File: config.mk
export PLATFORM = sky130hd
export DESIGN_NAME = batd_decoder
export DESIGN_NICKNAME = d
export VERILOG_FILES = /design/src/common/batd_pkg.sv /design/src/verilog/batd_range_chk.sv /design/src/verilog/batd_prof_mem.sv /design/src/verilog/batd_decoder.sv
export SDC_FILE = /design/constraint.sdc
export NUM_CORES = 2
export LEC_CHECK = 0
export BUFFER_PORTS_ARGS = -buffer_cell sky130_fd_sc_hd__buf_2
export CAP_MARGIN = 5
export CORE_MARGIN = 2
export CORE_UTILIZATION = 46
export CTS_BUF_LIST = sky130_fd_sc_hd__clkbuf_8
export DETAILED_ROUTE_END_ITERATION = 10
export SETUP_SLACK_MARGIN = 0.5
export SYNTH_ARGS = -nofsm -noshare
export SYNTH_HDL_FRONTEND = slang
export SYNTH_SLANG_ARGS = --single-unit
File: constraint.sdc
create_clock -name pclk -period 9.6 [get_ports pclk]
set_input_delay 0.96 -clock pclk [delete_from_list [all_inputs] [get_ports pclk]]
set_output_delay 0.96 -clock pclk [all_outputs]
set_load 0.01 [all_outputs]
File: src/common/batd_pkg.sv
package batd_pkg;

  // ----------------------------------------------------------------
  // register map (byte addresses)
  // ----------------------------------------------------------------
  localparam logic [7:0] ADDR_CTRL   = 8'h00;
  localparam logic [7:0] ADDR_STATUS = 8'h04;
  localparam logic [7:0] ADDR_SEL    = 8'h08;
  localparam logic [7:0] ADDR_PROF0  = 8'h0c;
  localparam logic [7:0] ADDR_PROF1  = 8'h10;
  localparam logic [7:0] ADDR_PROF2  = 8'h14;

  localparam int CTRL_EN_BIT    = 0;
  localparam int CTRL_SCDMA_BIT = 1;
  localparam logic [1:0] CTRL_RESET = 2'h0;
  localparam int STAT_ERR_BIT   = 0;
  localparam int STAT_IUC_LSB   = 4;
  localparam int STAT_CNT_LSB   = 8;

  // ----------------------------------------------------------------
  // descriptor encoding
  // ----------------------------------------------------------------
  localparam logic [7:0] CONT_ALL      = 8'h04;
  localparam logic [7:0] CONT_ADVANCED = 8'h05;

  localparam logic [7:0] ATTR_MOD   = 8'h01;
  localparam logic [7:0] ATTR_DIFF  = 8'h02;
  localparam logic [7:0] ATTR_PLEN  = 8'h03;
  localparam logic [7:0] ATTR_POFF  = 8'h04;
  localparam logic [7:0] ATTR_FEC_T = 8'h05;
  localparam logic [7:0] ATTR_FEC_K = 8'h06;
  localparam logic [7:0] ATTR_SEED  = 8'h07;
  localparam logic [7:0] ATTR_MAXB  = 8'h08;
  localparam logic [7:0] ATTR_GUARD = 8'h09;
  localparam logic [7:0] ATTR_LCW   = 8'h0a;
  localparam logic [7:0] ATTR_SCR   = 8'h0b;

  localparam logic [15:0] SW_ON       = 16'h0001;
  localparam logic [15:0] SW_OFF      = 16'h0002;
  localparam logic [15:0] MOD_MIN     = 16'h0001;
  localparam logic [15:0] MOD_MAX_4   = 16'h0002;
  localparam logic [15:0] MOD_MAX_5   = 16'h0005;
  localparam logic [15:0] MOD_MAX_SC  = 16'h0006;
  localparam logic [15:0] PLEN_MAX_4  = 16'h0400;
  localparam logic [15:0] PLEN_MAX_5  = 16'h0600;
  localparam logic [15:0] FEC_T_MAX_4 = 16'h000a;
  localparam logic [15:0] FEC_T_MAX_5 = 16'h0010;
  localparam logic [15:0] FEC_K_MIN   = 16'h0010;
  localparam logic [15:0] FEC_K_MAX   = 16'h00fd;
  localparam logic [15:0] VAL_ZERO    = 16'h0000;
  localparam logic [15:0] VAL_ANY     = 16'hffff;

  // ----------------------------------------------------------------
  // types
  // ----------------------------------------------------------------
  typedef enum logic [2:0] {
    ST_CTYPE, ST_DLEN, ST_IUC, ST_ATYPE, ST_ALEN, ST_AVAL, ST_SKIP, ST_COMMIT
  } batd_state_t;

  typedef struct packed {
    logic [2:0]  modulation;
    logic        diff_on;
    logic [15:0] pre_len;
    logic [15:0] pre_off;
    logic [4:0]  fec_t;
    logic [7:0]  fec_k;
    logic [14:0] seed;
    logic [7:0]  max_burst;
    logic        max_present;
    logic [7:0]  guard;
    logic        lcw_short;
    logic        scr_on;
    logic        advanced;
    logic        err;
  } batd_profile_t;

  localparam batd_profile_t PROFILE_DEFAULT = '{
    modulation: 3'h1, diff_on: 1'b0, pre_len: 16'h0000, pre_off: 16'h0000,
    fec_t: 5'h00, fec_k: 8'h00, seed: 15'h0000, max_burst: 8'h00,
    max_present: 1'b0, guard: 8'h00, lcw_short: 1'b0, scr_on: 1'b0,
    advanced: 1'b0, err: 1'b0};

endpackage : batd_pkg

File: src/verilog/batd_range_chk.sv
`timescale 1ns/1ps
module batd_range_chk (
  input  wire logic [15:0] value,
  input  wire logic [15:0] lo,
  input  wire logic [15:0] hi,
  output logic             ok
);
  assign ok = (value >= lo) && (value <= hi);
endmodule : batd_range_chk

File: src/verilog/batd_prof_mem.sv
`timescale 1ns/1ps
module batd_prof_mem #(
  parameter int W = 8
) (
  input  wire logic         pclk,
  input  wire logic         presetn,
  input  wire logic         we,
  input  wire logic [3:0]   waddr,
  input  wire logic [W-1:0] wdata,
  input  wire logic [3:0]   raddr,
  output logic      [W-1:0] rdata
);
  logic [W-1:0] mem [16];

  always_ff @(posedge pclk or negedge presetn) begin
    if (!presetn) begin
      for (int i = 0; i < 16; i++) begin
        mem[i] <= '0;
      end
    end else if (we) begin
      mem[waddr] <= wdata;
    end
  end

  // read data always registered; a write shows one cycle later
  always_ff @(posedge pclk or negedge presetn) begin
    if (!presetn) begin
      rdata <= '0;
    end else begin
      rdata <= mem[raddr];
    end
  end
endmodule : batd_prof_mem

File: src/verilog/batd_decoder.sv
// Function
// - attributes are accepted in any order inside a descriptor
// - type 1 selects modulation codes 1 to 6; code 6 only on S-CDMA
// - modulation above 2 inside a type 4 container is flagged invalid
// - type 2 differential encoding: 1 on, 2 off
// - type 3 preamble length: at most 1536 in type 5, 1024 in type 4
// - type 4 preamble offset n starts preamble at superstring bit n+1
// - first selected preamble bit is the first mapper bit, I1 of symbol one
// - type 5 FEC T: 0 to 16 in type 5, 0 to 10 in type 4
// - T zero means no FEC, otherwise 2T parity bytes per codeword
// - type 6 k ranges 16 to 253, ignored when T is zero
// - type 7 seed is 15 bits left aligned; ignored with scrambler off
// - type 8 mini-slot limit; absent means no limit from this descriptor
// - type 9 guard time in modulation intervals after each burst
// - type 10 last codeword: 1 fixed, 2 shortened
// - IUC is the low four bits; upper four must be zero
// - container 4 is for all modems, container 5 for advanced ones
// - descriptor length counts the IUC byte and every attribute byte
`timescale 1ns/1ps
module batd_decoder (
  input  wire logic        pclk,
  input  wire logic        presetn,
  input  wire logic        psel,
  input  wire logic        penable,
  input  wire logic        pwrite,
  input  wire logic [7:0]  paddr,
  input  wire logic [31:0] pwdata,
  output logic      [31:0] prdata,
  output logic             pready,
  output logic             pslverr,
  input  wire logic        in_valid,
  input  wire logic [7:0]  in_data,
  output logic             in_ready,
  output logic             desc_done
);

  // ----------------------------------------------------------------
  // registers and declarations
  // ----------------------------------------------------------------
  logic [1:0]                   ctrl;
  logic                         stat_err;
  logic [3:0]                   last_iuc;
  logic [7:0]                   desc_cnt;
  logic [3:0]                   sel_iuc;
  batd_pkg::batd_state_t        state;
  batd_pkg::batd_profile_t      work;
  batd_pkg::batd_profile_t      rd_prof;
  logic [3:0]                   iuc;
  logic [7:0]                   rem;
  logic [7:0]                   atype;
  logic [7:0]                   alen;
  logic [7:0]                   aidx;
  logic [15:0]                  acc;
  logic                         known_cont;
  logic                         take;
  logic                         last_byte;
  logic [15:0]                  next_acc;
  logic                         apply_now;
  logic                         known_attr;
  logic [7:0]                   exp_len;
  logic [15:0]                  lo;
  logic [15:0]                  hi;
  logic                         val_ok;
  logic                         k_ok;
  logic                         k_present;
  logic                         len_bad;
  logic                         trunc_err;
  logic                         iuc_err;
  logic                         commit_err;
  logic                         wr_en;
  logic                         rd_en;
  logic                         mapped;

  assign take      = in_valid && in_ready;
  assign in_ready  = ctrl[batd_pkg::CTRL_EN_BIT] && (state != batd_pkg::ST_COMMIT);
  assign last_byte = (rem == 8'h01);
  assign next_acc  = {acc[7:0], in_data};

  // ----------------------------------------------------------------
  // descriptor walker
  // ----------------------------------------------------------------
  // the length byte counts the IUC and all attribute bytes, so rem runs to the end
  always_ff @(posedge pclk or negedge presetn) begin
    if (!presetn) begin
      state      <= batd_pkg::ST_CTYPE;
      rem        <= 8'h00;
      atype      <= 8'h00;
      alen       <= 8'h00;
      aidx       <= 8'h00;
      acc        <= 16'h0000;
      known_cont <= 1'b0;
      iuc        <= 4'h0;
    end else if (state == batd_pkg::ST_COMMIT) begin
      state <= batd_pkg::ST_CTYPE;
    end else if (take) begin
      case (state)
        batd_pkg::ST_CTYPE: begin
          known_cont <= (in_data == batd_pkg::CONT_ALL) ||
                        (in_data == batd_pkg::CONT_ADVANCED);
          state      <= batd_pkg::ST_DLEN;
        end
        batd_pkg::ST_DLEN: begin
          rem <= in_data;
          if (in_data == 8'h00) begin
            state <= known_cont ? batd_pkg::ST_COMMIT : batd_pkg::ST_CTYPE;
          end else begin
            state <= known_cont ? batd_pkg::ST_IUC : batd_pkg::ST_SKIP;
          end
        end
        batd_pkg::ST_SKIP: begin
          rem   <= rem - 8'h01;
          state <= last_byte ? batd_pkg::ST_CTYPE : batd_pkg::ST_SKIP;
        end
        batd_pkg::ST_IUC: begin
          iuc   <= in_data[3:0];
          rem   <= rem - 8'h01;
          state <= last_byte ? batd_pkg::ST_COMMIT : batd_pkg::ST_ATYPE;
        end
        batd_pkg::ST_ATYPE: begin
          atype <= in_data;
          rem   <= rem - 8'h01;
          state <= last_byte ? batd_pkg::ST_COMMIT : batd_pkg::ST_ALEN;
        end
        batd_pkg::ST_ALEN: begin
          alen <= in_data;
          aidx <= 8'h00;
          acc  <= 16'h0000;
          rem  <= rem - 8'h01;
          if (last_byte) begin
            state <= batd_pkg::ST_COMMIT;
          end else begin
            state <= (in_data == 8'h00) ? batd_pkg::ST_ATYPE : batd_pkg::ST_AVAL;
          end
        end
        batd_pkg::ST_AVAL: begin
          acc  <= next_acc;
          aidx <= aidx + 8'h01;
          rem  <= rem - 8'h01;
          if (last_byte) begin
            state <= batd_pkg::ST_COMMIT;
          end else if (aidx == alen - 8'h01) begin
            state <= batd_pkg::ST_ATYPE;
          end
        end
        default: state <= batd_pkg::ST_CTYPE;
      endcase
    end
  end

  // ----------------------------------------------------------------
  // attribute checks
  // ----------------------------------------------------------------
  assign apply_now  = take && (state == batd_pkg::ST_AVAL) && (aidx == alen - 8'h01);
  assign known_attr = (atype >= batd_pkg::ATTR_MOD) && (atype <= batd_pkg::ATTR_SCR);
  assign exp_len    = ((atype == batd_pkg::ATTR_PLEN) || (atype == batd_pkg::ATTR_POFF) ||
                       (atype == batd_pkg::ATTR_SEED)) ? 8'h02 : 8'h01;
  assign len_bad    = take && (((state == batd_pkg::ST_ALEN) && known_attr &&
                       (in_data != exp_len)) ||
                       ((state == batd_pkg::ST_AVAL) && known_attr && (aidx >= exp_len)));
  // an attribute or header cut short by the descriptor end is an error
  assign trunc_err  = take && last_byte && (((state == batd_pkg::ST_ATYPE) ||
                       (state == batd_pkg::ST_ALEN) && (in_data != 8'h00)) ||
                       ((state == batd_pkg::ST_AVAL) && (aidx != alen - 8'h01)));
  assign iuc_err    = take && (state == batd_pkg::ST_IUC) && (in_data[7:4] != 4'h0);

  // limits depend on container; 128-QAM only when the channel is S-CDMA
  always_comb begin
    lo = batd_pkg::VAL_ZERO;
    hi = batd_pkg::VAL_ANY;
    case (atype)
      batd_pkg::ATTR_MOD: begin
        lo = batd_pkg::MOD_MIN;
        if (!work.advanced) begin
          hi = batd_pkg::MOD_MAX_4;
        end else if (ctrl[batd_pkg::CTRL_SCDMA_BIT]) begin
          hi = batd_pkg::MOD_MAX_SC;
        end else begin
          hi = batd_pkg::MOD_MAX_5;
        end
      end
      batd_pkg::ATTR_DIFF, batd_pkg::ATTR_LCW, batd_pkg::ATTR_SCR: begin
        lo = batd_pkg::SW_ON;
        hi = batd_pkg::SW_OFF;
      end
      batd_pkg::ATTR_PLEN: begin
        hi = work.advanced ? batd_pkg::PLEN_MAX_5 : batd_pkg::PLEN_MAX_4;
      end
      batd_pkg::ATTR_FEC_T: begin
        hi = work.advanced ? batd_pkg::FEC_T_MAX_5 : batd_pkg::FEC_T_MAX_4;
      end
      default: begin
        lo = batd_pkg::VAL_ZERO;
        hi = batd_pkg::VAL_ANY;
      end
    endcase
  end

  batd_range_chk u_val_chk (
    .value (next_acc),
    .lo    (lo),
    .hi    (hi),
    .ok    (val_ok)
  );

  batd_range_chk u_k_chk (
    .value ({8'h00, work.fec_k}),
    .lo    (batd_pkg::FEC_K_MIN),
    .hi    (batd_pkg::FEC_K_MAX),
    .ok    (k_ok)
  );

  // k only matters with FEC on
  assign commit_err = work.err || ((work.fec_t != 5'h00) && k_present && !k_ok);

  // ----------------------------------------------------------------
  // working profile
  // ----------------------------------------------------------------
  always_ff @(posedge pclk or negedge presetn) begin
    if (!presetn) begin
      work      <= batd_pkg::PROFILE_DEFAULT;
      k_present <= 1'b0;
    end else if (state == batd_pkg::ST_COMMIT) begin
      work      <= batd_pkg::PROFILE_DEFAULT;
      k_present <= 1'b0;
    end else begin
      if (take && (state == batd_pkg::ST_CTYPE)) begin
        work.advanced <= (in_data == batd_pkg::CONT_ADVANCED);
      end
      if (apply_now && known_attr && !len_bad) begin
        case (atype)
          batd_pkg::ATTR_MOD:   work.modulation <= next_acc[2:0];
          batd_pkg::ATTR_DIFF:  work.diff_on <= (next_acc == batd_pkg::SW_ON);
          batd_pkg::ATTR_PLEN:  work.pre_len <= next_acc;
          batd_pkg::ATTR_POFF:  work.pre_off <= next_acc;
          batd_pkg::ATTR_FEC_T: work.fec_t <= next_acc[4:0];
          batd_pkg::ATTR_FEC_K: begin
            work.fec_k <= next_acc[7:0];
            k_present  <= 1'b1;
          end
          batd_pkg::ATTR_SEED:  work.seed <= next_acc[15:1];
          batd_pkg::ATTR_MAXB:  begin
            work.max_burst   <= next_acc[7:0];
            work.max_present <= 1'b1;
          end
          batd_pkg::ATTR_GUARD: work.guard <= next_acc[7:0];
          batd_pkg::ATTR_LCW:   work.lcw_short <= (next_acc == batd_pkg::SW_OFF);
          batd_pkg::ATTR_SCR:   work.scr_on <= (next_acc == batd_pkg::SW_ON);
          default:              work.err <= work.err;
        endcase
      end
      // unknown attribute types reach this term only through trunc_err, so complete ones skip silently
      if ((apply_now && known_attr && !val_ok) || len_bad || trunc_err || iuc_err) begin
        work.err <= 1'b1;
      end
    end
  end

  // ----------------------------------------------------------------
  // profile table and status
  // ----------------------------------------------------------------
  batd_prof_mem #(
    .W ($bits(batd_pkg::batd_profile_t))
  ) u_mem (
    .pclk    (pclk),
    .presetn (presetn),
    .we      (state == batd_pkg::ST_COMMIT),
    .waddr   (iuc),
    .wdata   ({work[$bits(batd_pkg::batd_profile_t)-1:1], commit_err}),
    .raddr   (sel_iuc),
    .rdata   (rd_prof)
  );

  always_ff @(posedge pclk or negedge presetn) begin
    if (!presetn) begin
      desc_done <= 1'b0;
      last_iuc  <= 4'h0;
      desc_cnt  <= 8'h00;
    end else begin
      desc_done <= (state == batd_pkg::ST_COMMIT);
      if (state == batd_pkg::ST_COMMIT) begin
        last_iuc <= iuc;
        desc_cnt <= desc_cnt + 8'h01;
      end
    end
  end

  // ----------------------------------------------------------------
  // apb slave
  // ----------------------------------------------------------------
  assign mapped  = (paddr == batd_pkg::ADDR_CTRL) || (paddr == batd_pkg::ADDR_STATUS) ||
                   (paddr == batd_pkg::ADDR_SEL) || (paddr == batd_pkg::ADDR_PROF0) ||
                   (paddr == batd_pkg::ADDR_PROF1) || (paddr == batd_pkg::ADDR_PROF2);
  assign pready  = 1'b1;
  assign pslverr = psel && penable && !mapped;
  assign wr_en   = psel && penable && pwrite && mapped;
  assign rd_en   = psel && !penable && !pwrite;

  always_ff @(posedge pclk or negedge presetn) begin
    if (!presetn) begin
      ctrl    <= batd_pkg::CTRL_RESET;
      sel_iuc <= 4'h0;
    end else if (wr_en) begin
      if (paddr == batd_pkg::ADDR_CTRL) begin
        ctrl <= pwdata[1:0];
      end
      if (paddr == batd_pkg::ADDR_SEL) begin
        sel_iuc <= pwdata[3:0];
      end
    end
  end

  // write one clears; a descriptor error in the same cycle wins
  always_ff @(posedge pclk or negedge presetn) begin
    if (!presetn) begin
      stat_err <= 1'b0;
    end else if ((state == batd_pkg::ST_COMMIT) && commit_err) begin
      stat_err <= 1'b1;
    end else if (wr_en && (paddr == batd_pkg::ADDR_STATUS) &&
                 pwdata[batd_pkg::STAT_ERR_BIT]) begin
      stat_err <= 1'b0;
    end
  end

  // read data latched in the setup cycle, stable through the access
  always_ff @(posedge pclk or negedge presetn) begin
    if (!presetn) begin
      prdata <= 32'h00000000;
    end else if (rd_en) begin
      case (paddr)
        batd_pkg::ADDR_CTRL:   prdata <= {30'h00000000, ctrl};
        batd_pkg::ADDR_STATUS: prdata <= {16'h0000, desc_cnt, last_iuc, 3'h0, stat_err};
        batd_pkg::ADDR_SEL:    prdata <= {28'h0000000, sel_iuc};
        batd_pkg::ADDR_PROF0:  prdata <= {4'h0, rd_prof.err, rd_prof.advanced,
                                          rd_prof.max_present, rd_prof.scr_on,
                                          rd_prof.lcw_short,
                                          (rd_prof.fec_t != 5'h00),
                                          rd_prof.fec_t, 1'b0,
                                          rd_prof.fec_k, 3'h0, rd_prof.fec_t[0],
                                          rd_prof.diff_on, rd_prof.modulation};
        // offset n is the zero-based index of the first bit fed to the mapper
        batd_pkg::ADDR_PROF1:  prdata <= {rd_prof.pre_off, rd_prof.pre_len};
        batd_pkg::ADDR_PROF2:  prdata <= {rd_prof.guard, rd_prof.max_burst, 1'b0,
                                          rd_prof.scr_on ? rd_prof.seed : 15'h0000};
        default:               prdata <= 32'h00000000;
      endcase
    end
  end
endmodule : batd_decoder

==> metrics.csv <==
metric;value;unit
crit_path_end_kind;flip-flop;
path_class;reg -> reg;
num_vias;40500;
slew_headroom;18.1;%
synth-edff-count;0;
clock_skew;0.0566;ns
fp.coreArea;156000;um^2
critical-path-max-stage-delay;0.88;ns
synth.largest_area_cell;dfrtp_1;
ys_ff_latch;1631;
vdd_drop_max;0.000137;V
core.rowCount;145;
ant_nets;0;
syn_to_final_growth;10.9;%
slowest_stage;buf_4;
p_per_area;169;nW/um^2
die_w;399;um
synth.top_cells.by_count;1630 x dfrtp_1, 1354 x mux2_2, 426 x mux4_2, 275 x clkbuf_1, 172 x nand2_1;
ys_top_cells_by_area;dfrtp_1 57%, mux2_2 21%, mux4_2 13%;
layout-drive-gt1-share;48.8;%
worst_setup_path_start_kind;flip-flop;
synth_area_per_cell;15.7;um^2
fin_setup_tns;0;ns
io-pin-count;90;
dieArea;160000;um^2
io_buffers;60;
grt_overflow;0;
path_buf_inv;4;
cts_root_buf;clkbuf_8;
clock_path_buffers;4;
fillers;13100;
grt_max_degree;170;
power;0.0135;W
hpwl;99600;um
drtIter0Drc;2736;
min_from;pwdata[3];
crit_chain;nand3_4, buf_12, clkinv_1, buf_4, nand2_1, nor2_1, nand2_4, buf_4, mux2_2;
rsz0062_at_grt;false;
setup_viol;0;
netlist_area;71900;um^2
clock_latency;1.00;ns
grt_antenna_before_repair;8;
multi_input_area;29600;um^2
final_nets;4690;
wire_per_inst;27.6;um
hold_violations;0;
totalWireLength;190000;um
slew_viol_final;0;
htreeDepth;5;
seq_area_frac_synth;56.7;%
synth_top_area_share;56.7;%
reg2reg_from;state[2];
place_ws;4.85;ns
cts-buffers-inserted;299;
status;complete, no violations;
drc;0;
initial_core_util;46.2;%
crit_required;10.45;ns
yosysUniqueCellTypes;68;
yosysMostFrequentCell;dfrtp_1;
cp_top_family;buffers and inverters;
cp_common_cell;buf_4;
synth_flop_cell;dfrtp_1;
cts_tree;built;
grt_pass1_wl;285000;um
cp_max_fo;114;
cp.arrival;5.60;ns
setup_ws;4.85;ns
via_per_inst;5.90;
grt_pass1_vias;42900;
async_reset_ff_share;100;%
path_clk_slew;0.06;ns
final_util;51.3;%
drtPass1Iterations;7;
syn_inst;4568;
grt_usage;24.2;%
die_y;399;um
leakage;39.0;nW
drv_cap;0;
holdWs;0.235;ns
cts.sinks;1631;
hp-class;in -> reg;
crit_start;state[2];
synth-warning-count;0;
tightestPinTransition;1.23;ns
gp_congestion;0.753;
max_freq;210;MHz
fin_crit_sh;49.5;%
min_period;4.75;ns
seqCellArea;40800;um^2
synth_nets;4648;
-- power by group --
| part | leakage, nW | internal, W | total [W] | switching, W |
|---|---|---|---|---|
| sequential | 22.3 | 0.00690 | 0.00692 | 0.0000233 |
| combinational | 13.4 | 0.0000443 | 0.000249 | 0.000205 |
| clock | 3.29 | 0.00350 | 0.00634 | 0.00284 |
| total | 39.0 | 0.0104 | 0.0135 | 0.00306 |
-- per-layer routing --
| metal | wire length, um | track usage [%] | share of wire, % |
|---|---|---|---|
| met1 | 85600 | 34.4 | 45 |
| met5 | 31 | 0 | 0.016 |
| met2 | 89100 | 37.9 | 47 |
| met3 | 9740 | 4.72 | 5.1 |
| met4 | 5040 | 7.75 | 2.7 |
-- path summary, 6_finish.rpt --
kind	end	slack, ns	cells after the start
min	sel_iuc[3]	0.23	2
max reg2reg	u_mem.mem[620]	4.85	9
min reg2reg	u_mem.mem[1106]	0.48	2
max	u_mem.mem[620]	4.85	9
min in group asynchronous	u_mem.mem[1337]	0.66	2
max in group asynchronous	u_mem.mem[76]	6.64	4
-- kinds of logic after synthesis --
group                    count (synthesis)  share of synthesized area (%)
other                                    1                        0.00521
AO/OA/AOI/OAI                          213                           1.92
flip-flops                            1631                           56.7
XOR/XNOR                                19                          0.231
AND/OR/NAND/NOR                        390                           2.53
buffers and inverters                  419                           2.34
multiplexers                          1869                           35.8
adder cells (fa/ha/maj)                 26                          0.452
-- metrics by stage --
stage	std cells	instance area (um^2)
floorplan	4568	71900
global placement	6364	74100
detailed placement	6364	74100
CTS	6857	79800
global route	6860	79800
finish	6867	79800
-- flip-flops by register name, summed over array words and instances (netlist names), 8 cells and up --
signal and flops:
acc 8, aidx 8, alen 8, atype 8
desc_cnt 8, prdata 32, rem 8, u_mem.mem 1360
u_mem.rdata 85, work 85
-- repair_timing --
item,in CTS,in global routing
hold buffers,1,0
setup buffers,0,0
gates resized for setup,0,0
hold endpoints to repair,21,0
-- final cells by class --
class | count | area share [%]
inverter | 21 | 0.0988
clock inverter | 117 | 0.627
clock buffer | 375 | 6.47
antenna | 8 | 0.0251
multi-input combinational | 2518 | 37.1
tap | 2058 | 3.23
timing repair buffer | 139 | 1.33
sequential | 1631 | 51.2
-- placed cells by master, fill, tap and decap left out, drive strengths merged, types with 4 or more instances in the layout --
| master | Yosys | final |
|---|---|---|
| a21o | 5 | 5 |
| a21oi | 60 | 60 |
| a222oi | 23 | 23 |
| a22o | 9 | 9 |
| a22oi | 11 | 11 |
| a31oi | 20 | 20 |
| and2 | 4 | 4 |
| and3 | 8 | 8 |
| buf | 123 | 137 |
| clkbuf | 275 | 376 |
| clkinv | 2 | 11 |
| clkinvlp | 0 | 5 |
| dfrtp | 1630 | 1630 |
| diode | 0 | 8 |
| ha | 26 | 26 |
| inv | 19 | 121 |
| mux2 | 1355 | 1355 |
| mux2i | 88 | 88 |
| mux4 | 426 | 426 |
| nand2 | 172 | 172 |
| nand2b | 10 | 10 |
| nand3 | 27 | 27 |
| nand4 | 8 | 8 |
| nor2 | 87 | 87 |
| nor2b | 4 | 4 |
| nor3 | 22 | 22 |
| nor3b | 4 | 4 |
| nor4 | 15 | 15 |
| o21ai | 59 | 59 |
| or3 | 7 | 7 |
| or4 | 9 | 9 |
| xnor2 | 13 | 13 |
| xor2 | 6 | 6 |
No activity file was read; power rests on OpenSTA's default activity.
